===== src/shared/spow_consts.svh =====
// Purpose: named offsets, fields, reset values and counts of the serial port
// Assumes: 8-bit register address and data on the plain register port
// Notes:   definitions only, no logic
`ifndef SPOW_CONSTS_SVH
`define SPOW_CONSTS_SVH
// register addresses
`define SPOW_ADR_PWR_BAUD   8'h87
`define SPOW_ADR_OPTION     8'h94
`define SPOW_ADR_CTRL       8'h98
`define SPOW_ADR_DATA       8'h99
`define SPOW_ADR_T1_RELOAD  8'h8D
`define SPOW_ADR_T2_CLKSEL  8'hC8
`define SPOW_ADR_T2_RLD_LO  8'hCA
`define SPOW_ADR_T2_RLD_HI  8'hCB
`define SPOW_ADR_IRQ_STAT   8'hE0
`define SPOW_ADR_IRQ_MASK   8'hE1
// field positions
`define SPOW_BIT_BAUD_DBL   3'h7
`define SPOW_BIT_ONE_WIRE   3'h7
`define SPOW_BIT_MODE_HI    3'h7
`define SPOW_BIT_MODE_LO    3'h6
`define SPOW_BIT_MPROC      3'h5
`define SPOW_BIT_RX_EN      3'h4
`define SPOW_BIT_TX_NINTH   3'h3
`define SPOW_BIT_RX_NINTH   3'h2
`define SPOW_BIT_TX_DONE    3'h1
`define SPOW_BIT_RX_DONE    3'h0
`define SPOW_BIT_RX_CLK_SEL 3'h5
`define SPOW_BIT_TX_CLK_SEL 3'h4
`define SPOW_IRQ_TX         1'h0
`define SPOW_IRQ_RX         1'h1
// reset values and counts
`define SPOW_RST_BYTE       8'h00
`define SPOW_OVS_LAST       4'hF
`define SPOW_OVS_MID        4'h7
`define SPOW_LAST_BIT       4'h7
`define SPOW_T1_TOP         8'hFF
`define SPOW_T2_TOP         16'hFFFF
`endif


===== src/shared/spow_pkg.sv =====
// Purpose: types of the serial port with single-pin option
// Assumes: one clock domain
// Notes:   all state of the top module is one packed struct
package spow_pkg;
   typedef enum logic [1:0] {
      MODE_SHIFT  = 2'h0,
      MODE_UART8  = 2'h1,
      MODE_UART9F = 2'h2,
      MODE_UART9V = 2'h3
   } spow_mode_type;
   typedef enum logic [5:0] {
      TX_IDLE  = 6'h01,
      TX_START = 6'h02,
      TX_DATA  = 6'h04,
      TX_NINTH = 6'h08,
      TX_STOP  = 6'h10,
      TX_SHIFT = 6'h20
   } spow_tx_state_type;
   typedef enum logic [5:0] {
      RX_IDLE  = 6'h01,
      RX_START = 6'h02,
      RX_DATA  = 6'h04,
      RX_NINTH = 6'h08,
      RX_STOP  = 6'h10,
      RX_SHIFT = 6'h20
   } spow_rx_state_type;
   typedef struct packed {
      logic [7:0] addr;
      logic [7:0] wdata;
      logic       wr;
      logic       rd;
   } spow_bus_req_type;
   typedef struct packed {
      logic txd_i;
      logic rxd_i;
   } spow_pins_in_type;
   typedef struct packed {
      logic txd_o;
      logic txd_oe_n;
      logic rxd_o;
      logic rxd_oe_n;
   } spow_pins_out_type;
   typedef struct packed {
      logic [7:0]        rd_data;
      logic              irq;
      spow_pins_out_type pins;
      logic [3:0]        pwr_low;
      logic              baud_dbl;
      logic [7:0]        option;
      logic [7:0]        ctrl;
      logic [7:0]        rx_buf;
      logic [7:0]        t1_reload;
      logic [7:0]        t1_cnt;
      logic [15:0]       t2_reload;
      logic [15:0]       t2_cnt;
      logic              rx_clk_sel;
      logic              tx_clk_sel;
      logic              prescale;
      logic              t1_half;
      logic              m2_half;
      spow_tx_state_type tx_st;
      logic [8:0]        tx_sh;
      logic [3:0]        tx_bit;
      logic [3:0]        tx_sub;
      spow_rx_state_type rx_st;
      logic [8:0]        rx_sh;
      logic [3:0]        rx_bit;
      logic [3:0]        rx_sub;
      logic [1:0]        txd_sync;
      logic [1:0]        rxd_sync;
      logic              line_prev;
      logic [1:0]        irq_stat;
      logic [1:0]        irq_mask;
   } spow_state_type;
endpackage


===== src/rtl/spow_serial_port.sv =====
// Purpose: serial port, shift and 8/9-bit UART modes, single-pin option
// Assumes: ref_clk is the system clock; pins are asynchronous and synchronised here
// Notes:   baud timers auto reload; a timer1 reload write or a timer2 high-byte reload write restarts the count
// Operation
// - data address: writes feed transmitter, reads return last received byte
// - single-pin bit set: UART transmit and receive share the tx pin; shift mode ignores it
// - mode field picks shift register, 8-bit UART, fixed or variable 9-bit UART
// - fixed-rate 9-bit mode runs at clock/64, or clock/32 when doubled
// - doubling bit doubles the rate of the modes that depend on it
// - timer1 source rate is (doubling+1) * clock / (64 * (256 - reload))
// - timer2 source rate is overflow/16 = clock / (32 * (65536 - reload))
// - 9-bit modes with multiprocessor bit: no receive flag when ninth bit 0
// - 8-bit UART with multiprocessor bit: receive flag only on valid stop
// - 9-bit modes send the transmit ninth bit as ninth data bit
// - ninth bit stored in 9-bit modes, stop bit stored in 8-bit UART
// - transmit flag set after eighth bit in shift mode, else at stop start
// - receive flag set after eighth bit in shift mode, else at stop sample
// - receiver in 8-bit and variable 9-bit UART uses timer2 overflow when receive select set, else timer1
// - transmitter in 8-bit and variable 9-bit UART uses timer2 overflow when transmit select set, else timer1
//
// Local design decision: the plain strobed port.
`timescale 1ns/100ps
`include "spow_consts.svh"

module spow_serial_port (
   input  wire logic                       ref_clk,  // system clock, 100 MHz
   input  wire logic                       rst_n,    // async reset, active low
   input  wire spow_pkg::spow_bus_req_type bus_req,  // register port request
   output      logic [7:0]                 rd_data,  // read data, cycle after read
   output      logic                       irq,      // level interrupt
   input  wire spow_pkg::spow_pins_in_type pins_in,  // raw pin levels
   output      spow_pkg::spow_pins_out_type pins_out // pin drive and enables
);
   import spow_pkg::*;

   spow_state_type state_ff;
   spow_state_type nxt_state;
   spow_mode_type  mode;
   logic           mode9;
   logic           one_wire;
   logic           tick2;
   logic           t1_ovf;
   logic           t2_ovf;
   logic           t1_16;
   logic           m2_16;
   logic           tx_tick;
   logic           rx_tick;
   logic           line_in;
   logic           tx_load;
   logic           tx_evt;
   logic           rx_evt;
   logic           stat_clr;
   logic [8:0]     sh_new;
   logic [7:0]     rx_data;
   logic           rx_ninth;
   logic           rx_accept;

   localparam spow_state_type RESET_STATE = '{
      pins:    '{txd_o: 1'b1, txd_oe_n: 1'b0, rxd_o: 1'b1, rxd_oe_n: 1'b1},
      tx_st:   TX_IDLE,
      rx_st:   RX_IDLE,
      default: '0
   };

   // oversample tick choice; same decode serves both directions
   function automatic logic sel_tick(input spow_mode_type m, input logic use_t2,
                                     input logic fixed_tick, input logic t2_tick,
                                     input logic t1_tick);
      logic r;
      r = 1'b0;
      if (m == MODE_UART9F) begin
         r = fixed_tick;
      end else if (use_t2) begin
         r = t2_tick;
      end else begin
         r = t1_tick;
      end
      return r;
   endfunction

   // next state of the whole port
   always_comb begin
      nxt_state = state_ff;
      nxt_state.rd_data = `SPOW_RST_BYTE;
      mode     = spow_mode_type'(state_ff.ctrl[`SPOW_BIT_MODE_HI:`SPOW_BIT_MODE_LO]);
      mode9    = state_ff.ctrl[`SPOW_BIT_MODE_HI];
      one_wire = state_ff.option[`SPOW_BIT_ONE_WIRE];
      tx_load  = 1'b0;
      tx_evt   = 1'b0;
      rx_evt   = 1'b0;
      stat_clr = 1'b0;
      sh_new   = state_ff.rx_sh;
      rx_data  = `SPOW_RST_BYTE;
      rx_ninth = 1'b0;
      rx_accept = 1'b0;

      // pin synchronisers; only the second stage is read
      nxt_state.txd_sync = {state_ff.txd_sync[0], pins_in.txd_i};
      nxt_state.rxd_sync = {state_ff.rxd_sync[0], pins_in.rxd_i};
      line_in = one_wire ? state_ff.txd_sync[1] : state_ff.rxd_sync[1];
      nxt_state.line_prev = line_in;

      // timers count at clock/2
      tick2 = state_ff.prescale;
      nxt_state.prescale = ~state_ff.prescale;
      t1_ovf = tick2 && (state_ff.t1_cnt == `SPOW_T1_TOP);
      t2_ovf = tick2 && (state_ff.t2_cnt == `SPOW_T2_TOP);
      if (tick2) begin
         nxt_state.t1_cnt = t1_ovf ? state_ff.t1_reload : state_ff.t1_cnt + 8'h01;
         nxt_state.t2_cnt = t2_ovf ? state_ff.t2_reload : state_ff.t2_cnt + 16'h0001;
         nxt_state.m2_half = ~state_ff.m2_half;
      end
      if (t1_ovf) begin
         nxt_state.t1_half = ~state_ff.t1_half;
      end
      // undoubled rates drop every other tick
      t1_16 = t1_ovf && (state_ff.baud_dbl || state_ff.t1_half);
      m2_16 = tick2 && (state_ff.baud_dbl || state_ff.m2_half);
      tx_tick = sel_tick(mode, state_ff.tx_clk_sel, m2_16, t2_ovf, t1_16);
      rx_tick = sel_tick(mode, state_ff.rx_clk_sel, m2_16, t2_ovf, t1_16);

      // register writes
      if (bus_req.wr) begin
         unique case (bus_req.addr)
            `SPOW_ADR_PWR_BAUD: begin
               nxt_state.baud_dbl = bus_req.wdata[`SPOW_BIT_BAUD_DBL];
               nxt_state.pwr_low  = bus_req.wdata[3:0];
            end
            `SPOW_ADR_OPTION:    nxt_state.option = bus_req.wdata;
            `SPOW_ADR_CTRL:      nxt_state.ctrl = bus_req.wdata;
            `SPOW_ADR_DATA:      tx_load = 1'b1;
            `SPOW_ADR_T1_RELOAD: begin
               nxt_state.t1_reload = bus_req.wdata;
               nxt_state.t1_cnt = bus_req.wdata;
            end
            `SPOW_ADR_T2_CLKSEL: begin
               nxt_state.rx_clk_sel = bus_req.wdata[`SPOW_BIT_RX_CLK_SEL];
               nxt_state.tx_clk_sel = bus_req.wdata[`SPOW_BIT_TX_CLK_SEL];
            end
            `SPOW_ADR_T2_RLD_LO: nxt_state.t2_reload[7:0] = bus_req.wdata;
            `SPOW_ADR_T2_RLD_HI: begin
               nxt_state.t2_reload[15:8] = bus_req.wdata;
               nxt_state.t2_cnt = {bus_req.wdata, state_ff.t2_reload[7:0]};
            end
            `SPOW_ADR_IRQ_MASK:  nxt_state.irq_mask = bus_req.wdata[1:0];
            default: ;
         endcase
      end

      // register reads, answered next cycle; unmapped reads zero
      if (bus_req.rd) begin
         unique case (bus_req.addr)
            `SPOW_ADR_PWR_BAUD:
               nxt_state.rd_data = {state_ff.baud_dbl, 3'h0, state_ff.pwr_low};
            `SPOW_ADR_OPTION:    nxt_state.rd_data = state_ff.option;
            `SPOW_ADR_CTRL:      nxt_state.rd_data = state_ff.ctrl;
            `SPOW_ADR_DATA:      nxt_state.rd_data = state_ff.rx_buf;
            `SPOW_ADR_T1_RELOAD: nxt_state.rd_data = state_ff.t1_reload;
            `SPOW_ADR_T2_CLKSEL:
               nxt_state.rd_data = {2'h0, state_ff.rx_clk_sel, state_ff.tx_clk_sel, 4'h0};
            `SPOW_ADR_T2_RLD_LO: nxt_state.rd_data = state_ff.t2_reload[7:0];
            `SPOW_ADR_T2_RLD_HI: nxt_state.rd_data = state_ff.t2_reload[15:8];
            `SPOW_ADR_IRQ_STAT: begin
               nxt_state.rd_data = {6'h00, state_ff.irq_stat};
               stat_clr = 1'b1;
            end
            `SPOW_ADR_IRQ_MASK:  nxt_state.rd_data = {6'h00, state_ff.irq_mask};
            default: ;
         endcase
      end

      // transmitter; a write while busy is dropped so a frame is never torn
      unique case (state_ff.tx_st)
         TX_IDLE: begin
            if (tx_load && (mode != MODE_SHIFT)) begin
               nxt_state.tx_sh  = {state_ff.ctrl[`SPOW_BIT_TX_NINTH], bus_req.wdata};
               nxt_state.tx_bit = 4'h0;
               nxt_state.tx_sub = 4'h0;
               nxt_state.tx_st  = TX_START;
               nxt_state.pins.txd_o = 1'b0;
            end else if (tx_load && (state_ff.rx_st == RX_IDLE)) begin
               nxt_state.tx_sh  = {1'b0, bus_req.wdata};
               nxt_state.tx_bit = 4'h0;
               nxt_state.tx_st  = TX_SHIFT;
            end
         end
         TX_START, TX_DATA, TX_NINTH, TX_STOP: begin
            if (tx_tick) begin
               nxt_state.tx_sub = state_ff.tx_sub + 4'h1;
               if (state_ff.tx_sub == `SPOW_OVS_LAST) begin
                  nxt_state.tx_sub = 4'h0;
                  unique case (state_ff.tx_st)
                     TX_START: begin
                        nxt_state.tx_st = TX_DATA;
                        nxt_state.pins.txd_o = state_ff.tx_sh[0];
                     end
                     TX_DATA: begin
                        nxt_state.tx_sh = {1'b0, state_ff.tx_sh[8:1]};
                        nxt_state.tx_bit = state_ff.tx_bit + 4'h1;
                        nxt_state.pins.txd_o = state_ff.tx_sh[1];
                        if (state_ff.tx_bit == `SPOW_LAST_BIT) begin
                           if (mode9) begin
                              nxt_state.tx_st = TX_NINTH;
                           end else begin
                              nxt_state.tx_st = TX_STOP;
                              nxt_state.pins.txd_o = 1'b1;
                              tx_evt = 1'b1;
                           end
                        end
                     end
                     TX_NINTH: begin
                        nxt_state.tx_st = TX_STOP;
                        nxt_state.pins.txd_o = 1'b1;
                        tx_evt = 1'b1;
                     end
                     default: nxt_state.tx_st = TX_IDLE;
                  endcase
               end
            end
         end
         TX_SHIFT: begin
            // shift clock toggles every cycle: clock/2 bit rate
            if (state_ff.pins.txd_o) begin
               nxt_state.pins.txd_o = 1'b0;
               nxt_state.pins.rxd_o = state_ff.tx_sh[0];
            end else begin
               nxt_state.pins.txd_o = 1'b1;
               nxt_state.tx_sh  = {1'b0, state_ff.tx_sh[8:1]};
               nxt_state.tx_bit = state_ff.tx_bit + 4'h1;
               if (state_ff.tx_bit == `SPOW_LAST_BIT) begin
                  nxt_state.tx_st = TX_IDLE;
                  tx_evt = 1'b1;
               end
            end
         end
      endcase

      // receiver
      unique case (state_ff.rx_st)
         RX_IDLE: begin
            nxt_state.rx_sub = 4'h0;
            nxt_state.rx_bit = 4'h0;
            if (state_ff.ctrl[`SPOW_BIT_RX_EN]) begin
               if (mode == MODE_SHIFT) begin
                  if (!state_ff.ctrl[`SPOW_BIT_RX_DONE] && (state_ff.tx_st == TX_IDLE)) begin
                     nxt_state.rx_st = RX_SHIFT;
                  end
               end else if (state_ff.line_prev && !line_in &&
                            (!one_wire || (state_ff.tx_st == TX_IDLE))) begin
                  nxt_state.rx_st = RX_START;
               end
            end
         end
         RX_START, RX_DATA, RX_NINTH, RX_STOP: begin
            if (rx_tick) begin
               nxt_state.rx_sub = state_ff.rx_sub + 4'h1;
               if (state_ff.rx_sub == `SPOW_OVS_MID) begin
                  unique case (state_ff.rx_st)
                     RX_START: begin
                        if (line_in) begin
                           nxt_state.rx_st = RX_IDLE; // glitch, not a start bit
                        end
                     end
                     RX_DATA, RX_NINTH: begin
                        nxt_state.rx_sh = {line_in, state_ff.rx_sh[8:1]};
                     end
                     default: begin
                        // stop sample point
                        rx_data  = mode9 ? state_ff.rx_sh[7:0] : state_ff.rx_sh[8:1];
                        rx_ninth = mode9 ? state_ff.rx_sh[8] : line_in;
                        rx_accept = !state_ff.ctrl[`SPOW_BIT_RX_DONE] &&
                                    (!state_ff.ctrl[`SPOW_BIT_MPROC] || rx_ninth);
                        if (rx_accept) begin
                           nxt_state.rx_buf = rx_data;
                           nxt_state.ctrl[`SPOW_BIT_RX_NINTH] = rx_ninth;
                           rx_evt = 1'b1;
                        end
                        nxt_state.rx_st = RX_IDLE;
                     end
                  endcase
               end else if (state_ff.rx_sub == `SPOW_OVS_LAST) begin
                  nxt_state.rx_sub = 4'h0;
                  if (state_ff.rx_st == RX_START) begin
                     nxt_state.rx_st = RX_DATA;
                  end else if (state_ff.rx_st == RX_NINTH) begin
                     nxt_state.rx_st = RX_STOP;
                  end else if (state_ff.rx_st == RX_DATA) begin
                     nxt_state.rx_bit = state_ff.rx_bit + 4'h1;
                     if (state_ff.rx_bit == `SPOW_LAST_BIT) begin
                        nxt_state.rx_st = mode9 ? RX_NINTH : RX_STOP;
                     end
                  end
               end
            end
         end
         RX_SHIFT: begin
            // sample on the rising shift clock; pin is seen two cycles late
            if (state_ff.pins.txd_o) begin
               nxt_state.pins.txd_o = 1'b0;
            end else begin
               nxt_state.pins.txd_o = 1'b1;
               sh_new = {state_ff.rxd_sync[1], state_ff.rx_sh[8:1]};
               nxt_state.rx_sh  = sh_new;
               nxt_state.rx_bit = state_ff.rx_bit + 4'h1;
               if (state_ff.rx_bit == `SPOW_LAST_BIT) begin
                  nxt_state.rx_buf = sh_new[8:1];
                  nxt_state.rx_st  = RX_IDLE;
                  rx_evt = 1'b1;
               end
            end
         end
      endcase

      // pin enables: tx pin released when idle in single-pin mode, except in shift mode
      nxt_state.pins.txd_oe_n = one_wire && (mode != MODE_SHIFT) &&
                                (nxt_state.tx_st == TX_IDLE);
      nxt_state.pins.rxd_oe_n = (nxt_state.tx_st != TX_SHIFT);

      // flags: hardware set wins over a software write or a read-clear
      if (tx_evt) begin
         nxt_state.ctrl[`SPOW_BIT_TX_DONE] = 1'b1;
      end
      if (rx_evt) begin
         nxt_state.ctrl[`SPOW_BIT_RX_DONE] = 1'b1;
      end
      nxt_state.irq_stat = stat_clr ? 2'h0 : state_ff.irq_stat;
      nxt_state.irq_stat[`SPOW_IRQ_TX] = nxt_state.irq_stat[`SPOW_IRQ_TX] | tx_evt;
      nxt_state.irq_stat[`SPOW_IRQ_RX] = nxt_state.irq_stat[`SPOW_IRQ_RX] | rx_evt;
      nxt_state.irq = |(nxt_state.irq_stat & nxt_state.irq_mask);
   end

   // single state register
   always_ff @(posedge ref_clk or negedge rst_n) begin
      if (!rst_n) begin
         state_ff <= RESET_STATE;
      end else begin
         state_ff <= nxt_state;
      end
   end

   // outputs straight from the state register
   assign rd_data  = state_ff.rd_data;
   assign irq      = state_ff.irq;
   assign pins_out = state_ff.pins;

endmodule


===== config.mk =====
export PLATFORM = sky130hd
export DESIGN_NAME = spow_serial_port
export DESIGN_NICKNAME = d
export VERILOG_FILES = /design/src/shared/spow_pkg.sv /design/src/rtl/spow_serial_port.sv
export VERILOG_INCLUDE_DIRS = /design/src /design/src/shared
export SDC_FILE = /design/constraint.sdc
export NUM_CORES = 1
export LEC_CHECK = 0
export ABC_CLOCK_PERIOD_IN_PS = 2800
export BUFFER_PORTS_ARGS = -buffer_cell sky130_fd_sc_hd__buf_2
export CAP_MARGIN = 0
export CORE_MARGIN = 2
export CORE_UTILIZATION = 47
export CTS_BUF_LIST = sky130_fd_sc_hd__clkbuf_4
export DETAILED_ROUTE_END_ITERATION = 10
export GPL_TIMING_DRIVEN = 0
export HOLD_SLACK_MARGIN = 0.1
export PLACE_DENSITY = 0.66
export SYNTH_ARGS = -nofsm -noshare
export SYNTH_HDL_FRONTEND = slang
export SYNTH_SLANG_ARGS = --single-unit

===== constraint.sdc =====
create_clock -name ref_clk -period 2.8 [get_ports ref_clk]
set_input_delay 0.42 -clock ref_clk [delete_from_list [all_inputs] [get_ports ref_clk]]
set_output_delay 0.42 -clock ref_clk [all_outputs]
set_load 0.01 [all_outputs]

==> reports/qor.csv, run 1 <==
stage,metric,value,unit
final_layout,final_nets,921,
yosys,syn_warnings,0,
final_layout,post-route-cell-area,8980,um^2
global_route,grt.overflow.total,0,
die,chipHeight,134,um
power_and_ir_drop,pwr_density_cell,664,nW/um^2
global_route,track_usage,24.9,%
timing,finalCritPeriodShare,97.1,%
worst_setup_path,setup.reg_to_reg.worst_slack,80,ps
yosys,synth_enable_flop_cells,0,
worst_setup_path,worstReg2RegStart,state_ff[50],
yosys,async_reset_ff_share,100,%
clock_network,cts_tree,yes,
outcome,outcome,finished clean,
timing,worst_clock_skew,24.0,ps
die,boundaryPins,35,
worst_setup_path,crit_start,state_ff[50],
worst_setup_path,r2r_end,pins_out[2],
final_layout,post_route_cells_drive_above_1_share,19.1,%
clock_network,cts_made_buffers,17,
timing,slew-limit-headroom,22.8,%
placed_design,numPortBuffers,29,
yosys,ys_dominant_reg_cell,dfrtp_1,
die,floorplan.die_area,18100,um^2
yosys,netlist-cell-type-count,87,
yosys,ys_ff_latch,150,
drt,drcViolationCount,0,
placed_design,detailed_place.area,8450,um^2
power_and_ir_drop,post-layout-total-power,0.00597,W
clock_network,htree_levels,4,
worst_setup_path,crit_required,3280,ps
timing,setup_repair_after_global_routing_missed_its_margin,yes,
clock_network,latest_clock_arrival_within_the_worst_skew_pair,560,ps
final_layout,area_added_between_synthesis_and_finish,12.4,%
global_route,number_of_global_route_vias_before_repair,6397,
clock_network,ctsLongestPathBuffers,2,
power_and_ir_drop,power.ir.vdd_worst,427,uV
placed_design,place_congestion,0.913,
placed_design,dp_worst_setup_slack,-573,ps
yosys,synth_area,8000,um^2
drt,postRouteAntennaNets,0,
worst_setup_path,setup.worst_path.end_class,flop,
clock_network,clkSlewWorstSetupHoldPaths,120,ps
timing,finalWorstPathRequiredPeriod,2720,ps
timing,hold_vio_cnt_final,0,
worst_setup_path,timing.critical_path.fanout_max,9,
clock_network,cell_chosen_for_the_clock_root,clkbuf_4,
die,fp-row-count,47,
worst_setup_path,setup.worst_path.end,pins_out[2],
timing,finalSetupTns,0,ps
worst_setup_path,cp-start-kind,flop,
timing,timing.final.max_slew_violations,0,
global_route,first_pass_grt_wire_length,34800,um
drt,wl_cell,19.4,um
drt,detail_route.iter0.violations,667,
die,core-area,16600,um^2
drt,wl,21900,um
clock_network,clock_sinks,150,
worst_hold_path,worst_hold_path_type,in2reg,
yosys,syn_avg_cell_area,9.60,um^2
final_layout,fill_cells,1552,
global_route,grt_antenna_before_repair,1,
timing,timing.final.ws_setup,80.9,ps
die,floorplan.initialDensity,48.2,%
yosys,synth-seq-area-share,47.0,%
timing,timing.final.setup_violations,0,
placed_design,dp.final_hpwl,15700,um
worst_setup_path,r2r_cells,9,
timing,max_freq,368,MHz
yosys,post_synthesis_net_count,861,
flow_run,max_cap_viol_count,0,
final_layout,finish.utilization,54.2,%
yosys,synthesized_netlist_cell_count,833,
drt,pre_repair_dr_iteration_count,6,
worst_setup_path,worst-endpoint-arrival,3200,ps
timing,tightest_slew,1150,ps
power_and_ir_drop,cellLeakagePower,4.09,nW
global_route,grt_start_max_net_pins,95,
drt,vias_per_cell,6.06,
worst_setup_path,setup.worst_path.class,reg2reg,
drt,num_vias,6833,
die,floorplan.die.width,134,um
==> cell usage after synthesis (all sizes together), types with 16 or more instances <==
library cell / instances / area (um^2)
inv: 19 / 71.3
nand3: 30 / 150
dfrtp: 145 / 3630
a21oi: 32 / 160
a22oi: 16 / 125
o21ai: 60 / 300
mux2: 43 / 484
nor2: 67 / 251
clkbuf: 28 / 116
nand2: 128 / 483
buf: 20 / 158
==> worst min-delay path by stage <==
stage / start / endpoint / slack [ps] / cells past startpoint
detailed placement: nxt_state[8] / state_ff[8] / 340 / 0
finish: bus_req[4] / state_ff[102] / 200 / 3
global route: bus_req[8] / state_ff[106] / 180 / 3
CTS: bus_req[4] / state_ff[102] / 160 / 3
global placement: nxt_state[6] / state_ff[6] / 330 / 0
floorplan: rst_n / irq / 120 / 0
==> registers in the layout (all words and copies together), names as in the netlist <==
register   flops
irq            1
mode           2
nxt_state      2
one_wire       1
pins_out       4
rd_data        8
state_ff     131
tick2          1
==> metal layers <==
layer	wire length [um]	GRT usage (%)
met5	0	0
met1	10100	36.6
met3	1370	4.61
met4	489	8.54
met2	9930	37.2
==> critical path, stage by stage (launching register included) <==
cell and delay [ps]:
dfrtp_1 400, buf_6 140, or4_4 540, or3b_1 370, buf_6 150, and3_4 170, a221oi_4 250, o22ai_2 150
nor4_4 240, nor4b_2 220
==> repair_timing <==
| action | CTS | global route |
|---|---|---|
| hold endpoints to repair | 58 | 0 |
| setup buffers | 5 | 4 |
| pin swaps | 3 | 1 |
| endpoints found under the setup margin | 51 | 37 |
| hold buffers | 3 | 0 |
| resized for setup | 8 | 20 |
==> area by class of cell <==
type	count	area [um^2]	share of cell area [%]
Inverter	19	71.3	0.794
Clock buffer	21	158	1.75
Clock inverter	10	131	1.46
Buffer	48	282	3.13
Timing Repair Buffer	42	277	3.08
Tap cell	220	275	3.06
Multi-Input combinational cell	615	4030	44.8
Antenna cell	2	5.00	0.0557
Sequential cell	150	3760	41.9
==> power by group <==
group          total, W  switching [W]  internal (W)
clock network   0.00142       0.000774      0.000646
logic           0.00162       0.000920      0.000704
registers       0.00292       0.000384       0.00254
total           0.00597        0.00208       0.00389
==> cells in the final DEF, fill, tap and decap left out, types with 4 or more instances in the layout <==
cell,synthesis,final
a221o_1,7,7
o31ai_1,9,8
a22o_1,12,12
mux2_1,7,7
dlygate4sd3_1,1,4
nand3_1,30,29
buf_4,14,23
o211ai_1,4,4
nor2b_1,6,5
nand2b_1,11,11
o21ai_0,57,55
dfstp_2,5,5
clkbuf_1,26,24
nand2_1,127,126
a221oi_1,8,8
nor2_1,67,65
and2_1,7,7
inv_1,19,19
a211oi_1,6,5
a22oi_1,15,15
clkbuf_4,0,21
dfrtp_1,145,145
buf_2,0,28
nand4_1,13,13
a222oi_1,4,4
xor2_1,7,6
mux2_2,36,36
o21ai_1,3,5
a21oi_1,32,31
a21o_1,10,10
mux2i_1,14,14
nand3b_1,5,5
buf_6,4,5
nor3_1,14,12
nor4_1,10,7
and3_1,7,7
ha_1,6,6
a31oi_1,12,12
==> kinds of logic after synthesis <==
family | share of synthesized area [%]
and+or+nand+nor | 20.1
AOI/OAI and AO/OA | 18.8
DFF | 47.0
buffers and inverters | 4.44
muxes | 7.81
xor gates and xnor gates | 0.876
adders and majority gates | 0.939
==> metrics by stage <==
step	hold slack [ps]	instances
finish	196	1127
global route	179	1126
CTS	163	1121
detailed placement	338	1083
global placement	334	1082
floorplan	124	833
(Power assumes the default switching activity.)
==> run 2: changes to the inputs <==
Settings changed: ABC_AREA set to 1.
==> run 2 against run 1 <==
Against the previous run:
- global-route usage is 0.79 points lower
- cell count rose by 20%
- die area grew 2.9%
- final area increased by 0.95%
- setup slack better by 450 ps
- routed wire length shrank 3.0%
- critical path type unchanged
- critical endpoint is now state_ff[42]
- largest cell class unchanged
==> reports/qor.csv, run 2 <==
stage,metric,value,unit
worst_hold_path,min_path_cells,3,
clock_network,clock_sinks,150,
worst_setup_path,setup.worst_path.class,reg2reg,
die,floorplan.initialDensity,47.8,%
power_and_ir_drop,cellLeakagePower,4.47,nW
timing,max_freq,440,MHz
die,floorplan.die.width,136,um
timing,timing.final.max_slew_violations,0,
drt,wl_met1,9730,um
final_layout,post_route_cells_drive_above_1_share,13.4,%
worst_setup_path,crit_required,3280,ps
die,chipHeight,136,um
drt,postRouteAntennaNets,0,
final_layout,commonest_cells_after_routing_fill_and_taps_aside,"282 x nand2_1, 145 x dfrtp_1, 111 x inv_1, 111 x o21ai_0, 84 x nor2_1",
drt,dr_wl_met2,10100,um
yosys,syn_avg_cell_area,7.81,um^2
flow_run,max_cap_viol_count,0,
die,fp-row-count,48,
power_and_ir_drop,sequential_group_share_of_total_power,42.5,%
global_route,number_of_global_route_vias_before_repair,6702,
yosys,synthesized_netlist_cell_count,1054,
timing,worst_clock_skew,21.9,ps
final_layout,post-route-cell-area,9070,um^2
global_route,track_usage,24.1,%
placed_design,dp.final_hpwl,15700,um
drt,pre_repair_dr_iteration_count,5,
power_and_ir_drop,internal_power_component,0.00393,W
yosys,synth_enable_flop_cells,0,
timing,finalCritPeriodShare,81.1,%
clock_network,ctsLongestPathBuffers,2,
placed_design,numPortBuffers,34,
power_and_ir_drop,comb_power_share,35.1,%
worst_setup_path,max_stage_delay_cell_worst_path,dfrtp_1,
final_layout,area_added_between_synthesis_and_finish,10.1,%
worst_setup_path,path_cells,ha_1 > nand3_1 > nor2_4 > nand3_4 > nand2_1 > nand2_2 > nand3_2 > nand2_2 > buf_2 > a22oi_1 > nand2_1,
final_layout,layout_commonest_cell,nand2_1,
worst_hold_path,worst_hold_path_type,in2reg,
die,floorplan.die_area,18600,um^2
yosys,synthTopCellsByCount,"282 x nand2_1, 145 x dfrtp_1, 111 x inv_1, 111 x o21ai_0, 84 x nor2_1",
yosys,synthDominantAreaCellType,dfrtp_1,
worst_setup_path,cp-start-kind,flop,
worst_setup_path,timing.critical_path.buf_inv,1,
final_layout,final_nets,1139,
global_route,grt_antenna_before_repair,1,
placed_design,place_congestion,0.908,
placed_design,dp_worst_setup_slack,466,ps
timing,setup_repair_after_global_routing_missed_its_margin,no,
clock_network,cts_made_buffers,17,
timing,timing.final.setup_violations,0,
clock_network,htree_levels,4,
worst_setup_path,r2r_cells,11,
clock_network,cts.repair_timing.setup_buffer_count,0,
placed_design,detailed_place.area,8720,um^2
power_and_ir_drop,pwr_density_cell,716,nW/um^2
yosys,async_reset_ff_share,100,%
timing,finalSetupTns,0,ps
power_and_ir_drop,clock_power_share,22.5,%
drt,wl_cell,15.7,um
yosys,yosys.cell_count.top_type,nand2_1,
worst_setup_path,critical_path_depth,11,
final_layout,finish.utilization,52.6,%
die,core-area,17200,um^2
global_route,grt_start_max_net_pins,81,
outcome,outcome,finished clean,
clock_network,cell_chosen_for_the_clock_root,clkbuf_4,
drt,wl,21200,um
power_and_ir_drop,post-layout-total-power,0.00650,W
power_and_ir_drop,switching_share_of_total_power,39.4,%
yosys,syn_warnings,0,
drt,detail_route.iter0.violations,531,
timing,tightest_slew,760,ps
clock_network,latest_clock_arrival_within_the_worst_skew_pair,570,ps
power_and_ir_drop,p_switching,0.00256,W
worst_setup_path,worst-endpoint-arrival,2750,ps
yosys,netlist-cell-type-count,55,
timing,slew-limit-headroom,49.3,%
global_route,grt.overflow.total,0,
worst_setup_path,timing.critical_path.fanout_max,10,
final_layout,register_with_the_most_flip_flops,state_ff,
worst_setup_path,max_stage_delay,410,ps
yosys,ys_ff_latch,150,
timing,finalWorstPathRequiredPeriod,2270,ps
drt,vias_per_cell,5.33,
yosys,synth_top_cells_by_area,"dfrtp_1 44%, nand2_1 13%, o21ai_0 6.7%, inv_1 5.1%, nor2_1 3.8%",
worst_setup_path,cp_top_family,simple AND/OR/NAND/NOR gates,
timing,timing.final.ws_setup,529,ps
timing,hold_vio_cnt_final,0,
global_route,first_pass_grt_wire_length,34500,um
clock_network,cts_tree,yes,
yosys,synth-seq-area-share,45.7,%
yosys,synth_area,8240,um^2
clock_network,clkSlewWorstSetupHoldPaths,140,ps
power_and_ir_drop,power.ir.vdd_worst,386,uV
drt,num_vias,7216,
drt,drcViolationCount,0,
yosys,post_synthesis_net_count,1082,
die,boundaryPins,35,
drt,met3_length,905,um
final_layout,fill_cells,1679,
drt,top_layer_used,met4,
yosys,ys_dominant_reg_cell,dfrtp_1,
worst_setup_path,setup.worst_path.end_class,flop,
final_layout,largest_register_ff_count,131,
yosys,area_share_of_the_leading_cell_type_in_the_synthesized_netlist,44.1,%
[run 2: cell count changes after synthesis, moves of 17 or more]
cell / delta
inv_1: +92
nor2_1: +17
mux2_2: -35
o21ai_0: +54
nand2_1: +155
nand3_1: +31
[run 2: routing by layer]
metal | track usage, % | vias to the layer above
met2 | 39.3 | 179
met1 | 32.6 | 3405
li1 | - | 3598
met5 | 0 | -
met4 | 8.10 | 0
met3 | 4.44 | 34
[run 2: worst paths after layout]
path	startpoint	end	slack, ps
worst min-delay path	bus_req[6]	state_ff[96]	150
worst max register to register	state_ff[60]	state_ff[42]	530
max in group asynchronous	rst_n	state_ff[26]	1470
min in group asynchronous	rst_n	state_ff[65]	440
worst min register to register	nxt_state[6]	state_ff[6]	360
worst max-delay path	state_ff[60]	state_ff[42]	530
[run 2: cell type report]
class                           count  area, um^2  share of cell area, %
Clock inverter                     15         180                   1.99
Inverter                          129         487                   5.37
Multi-Input combinational cell    745        3800                   41.9
Tap cell                          225         282                   3.10
Antenna cell                        4        10.0                  0.110
Sequential cell                   150        3760                   41.5
Timing Repair Buffer               38         234                   2.58
Clock buffer                       17         128                   1.41
Buffer                             30         191                   2.11
[run 2: power by group through the flow]
stage | logic, W | clock network [W] | registers [W]
after floorplan | 0.00179 | 0 | 0.00273
after global placement | 0.00223 | 0 | 0.00279
after detailed placement | 0.00227 | 0 | 0.00279
after CTS | 0.00227 | 0.00149 | 0.00275
after global routing | 0.00256 | 0.00158 | 0.00280
final | 0.00228 | 0.00146 | 0.00276
[run 2: kinds of logic (layout without fill, tap and decap cells)]
group | count (synthesis) | in the layout | share of synthesized area (%)
AO/OA/AOI/OAI | 226 | 226 | 15.9
XOR/XNOR | 20 | 20 | 2.13
adder cells (fa/ha/maj) | 6 | 6 | 0.912
buffers and inverters | 159 | 229 | 8.23
flip-flops | 150 | 150 | 45.7
multiplexers | 2 | 2 | 0.258
other | 0 | 4 | 0
AND/OR/NAND/NOR | 491 | 491 | 26.9
[run 2: tightest hold or removal path, stage by stage]
cell and delay [ps]:
buf_2 150, nand2_1 90, nand2_1 50
[run 2: stage by stage]
stage	hold slack, ps	cells
final	150	1353
after CTS	113	1349
after global placement	333	1313
after detailed placement	335	1314
after global routing	137	1353
after floorplan	124	1054
[run 2: what timing repair did]
item,4_1_cts,5_1_grt
hold buffers,3,0
resized for setup,0,0
hold endpoints to repair,81,0
==> run 3: changes to the inputs <==
Settings changed: ABC_CLOCK_PERIOD_IN_PS 2800 to 2100, PLACE_DENSITY 0.66 to unset.
Clock period 2.8 ns to 2.1 ns, I/O delays scaled along.
==> run 3 against run 2 <==
Against the previous run:
- fmax rose by 13%
- largest power group unchanged
- clock-buffer cell count did not move
- via count rose by 0.83%
- hold slack improved by 14 ps
- total power rose by 39%
- sequential share of layout area fell by 1.6 points
- critical endpoint is now state_ff[29]
==> reports/qor.csv, run 3 (synthesis gave the netlist of run 2 again) <==
stage,metric,value,unit
timing,timing.final.max_slew_violations,0,
worst_hold_path,hp-start,bus_req[1],
drt,drcViolationCount,0,
die,fp-row-count,48,
worst_setup_path,setup.reg_to_reg.worst_slack,90,ps
worst_setup_path,max_stage_delay,440,ps
timing,holdWs,164,ps
clock_network,cts_made_buffers,17,
die,floorplan.die.width,136,um
worst_setup_path,r2r_end,state_ff[29],
drt,dr_wl_met2,10800,um
drt,wl,22300,um
outcome,outcome,finished clean,
power_and_ir_drop,cellLeakagePower,4.60,nW
clock_network,ctsLongestPathBuffers,2,
worst_hold_path,hold-path-endpoint,state_ff[58],
die,floorplan.initialDensity,47.8,%
flow_run,max_cap_viol_count,0,
worst_hold_path,worst_hold_path_type,in2reg,
worst_setup_path,timing.critical_path.buf_inv,2,
worst_setup_path,r2r_cells,13,
die,boundaryPins,35,
placed_design,dp_worst_setup_slack,-145,ps
global_route,first_pass_grt_wire_length,35500,um
worst_setup_path,cp_top_family,simple AND/OR/NAND/NOR gates,
worst_setup_path,crit_required,2590,ps
timing,max_freq,496,MHz
global_route,track_usage,25.0,%
drt,top_layer_used,met4,
drt,vias_per_cell,5.29,
clock_network,htree_levels,4,
timing,timing.final.ws_setup,85.6,ps
final_layout,fill_cells,1668,
worst_setup_path,path_cells,ha_4 > nand3_4 > nor2_4 > nand3_4 > nand2_2 > o211ai_4 > nand3_4 > nand2_8 > inv_8 > nand2_2 > buf_6 > nand2_1 > o21ai_2,
worst_setup_path,worst-endpoint-arrival,2510,ps
worst_setup_path,setup.worst_path.end_class,flop,
final_layout,final_nets,1164,
power_and_ir_drop,power.ir.vdd_worst,624,uV
timing,setup_repair_after_global_routing_missed_its_margin,yes,
drt,wl_cell,16.2,um
global_route,grt_start_max_net_pins,77,
final_layout,register_with_the_most_flip_flops,state_ff,
clock_network,latest_clock_arrival_within_the_worst_skew_pair,600,ps
worst_setup_path,worstReg2RegStart,state_ff[60],
drt,postRouteAntennaNets,0,
final_layout,post_route_cells_drive_above_1_share,17.3,%
timing,hold_vio_cnt_final,0,
worst_setup_path,timing.critical_path.fanout_max,10,
die,floorplan.die_area,18600,um^2
timing,timing.final.setup_violations,0,
drt,met3_length,899,um
clock_network,cts_tree,yes,
worst_setup_path,cp-start-kind,flop,
die,core-area,17200,um^2
timing,finalCritPeriodShare,95.9,%
final_layout,area_added_between_synthesis_and_finish,14.6,%
final_layout,layout_commonest_cell,nand2_1,
timing,tightest_slew,733,ps
global_route,grt_antenna_before_repair,1,
drt,wl_met1,10200,um
worst_setup_path,setup.worst_path.class,reg2reg,
drt,num_vias,7276,
worst_setup_path,max_stage_delay_cell_worst_path,dfrtp_1,
timing,slew-limit-headroom,51.1,%
timing,finalSetupTns,0,ps
power_and_ir_drop,pwr_density_cell,958,nW/um^2
drt,pre_repair_dr_iteration_count,7,
worst_setup_path,crit_path_frequent_cell,nand3_4,
clock_network,clkSlewWorstSetupHoldPaths,120,ps
placed_design,dp.final_hpwl,16100,um
final_layout,largest_register_ff_count,131,
global_route,grt.overflow.total,0,
drt,detail_route.iter0.violations,539,
placed_design,place_congestion,0.912,
clock_network,clock_sinks,150,
worst_hold_path,min_path_cells,3,
clock_network,cell_chosen_for_the_clock_root,clkbuf_4,
global_route,number_of_global_route_vias_before_repair,6734,
final_layout,commonest_cells_after_routing_fill_and_taps_aside,"278 x nand2_1, 143 x dfrtp_1, 109 x inv_1, 108 x o21ai_0, 72 x nor2_1",
timing,finalWorstPathRequiredPeriod,2010,ps
timing,worst_clock_skew,19.4,ps
placed_design,numPortBuffers,34,
die,chipHeight,136,um
==> run 3: cell count changes in the layout (fill, tap and decap cells not counted), sizes merged <==
cell         delta
buf            +16
dlygate4sd3     +9
diode           -3
clkinv          +1
inv             -1
==> run 3: cell type report <==
type,instances,area [um^2],share of cell area [%]
Sequential cell,150,3760,39.9
Clock inverter,15,163,1.72
Multi-Input combinational cell,745,3970,42.0
Tap cell,225,282,2.98
Antenna cell,1,2.50,0.0265
Inverter,129,492,5.21
Clock buffer,17,128,1.35
Timing Repair Buffer,63,444,4.71
Buffer,30,199,2.11
==> run 3: worst max-delay path by stage <==
| stage | startpoint | depth (start not counted) | to |
|---|---|---|---|
| 3_5_place_dp | bus_req[11] | 9 | state_ff[92] |
| 6_report | state_ff[60] | 13 | state_ff[29] |
| 4_1_cts | state_ff[60] | 13 | state_ff[29] |
| 3_3_place_gp | rst_n | 1 | state_ff[34] |
| 5_1_grt | state_ff[93] | 11 | state_ff[42] |
| 2_1_floorplan | state_ff[60] | 13 | state_ff[30] |
==> run 3: layer usage <==
layer  vias to the layer above  global-route usage, %
li1                       3644                      -
met1                      3429                   34.0
met2                       172                   40.8
met3                        31                   4.88
met4                         0                   7.35
met5                         -                      0
==> run 3: where the power goes <==
| part | internal, W | switching (W) |
|---|---|---|
| Sequential | 0.00334 | 0.000374 |
| Combinational | 0.00133 | 0.00210 |
| Clock | 0.000807 | 0.00110 |
==> run 3: metrics by stage <==
| stage | power (W) | cells | cell area (um^2) | utilization (%) |
|---|---|---|---|---|
| after global placement | 0.00674 | 1313 | 8690 | 50.4 |
| after CTS | 0.00871 | 1362 | 9180 | 53.3 |
| after floorplan | 0.00602 | 1054 | 8240 | - |
| after global routing | 0.00967 | 1375 | 9440 | 54.8 |
| after detailed placement | 0.00677 | 1314 | 8720 | 50.6 |
| final | 0.00904 | 1375 | 9440 | 54.8 |
==> run 3: what timing repair did <==
action,CTS,global route
hold buffers,12,0
resized for setup,4,49
pin swaps,2,8
setup endpoints to repair,35,56
buffers inserted,4,12
hold endpoints to repair,120,0
==> run 3: tightest hold or removal path, delay by kind of cell <==
family | cells | cell delay [ps]
buffers and inverters | 1 | 170
AND/OR/NAND/NOR | 1 | 140
AO/OA/AOI/OAI | 1 | 80
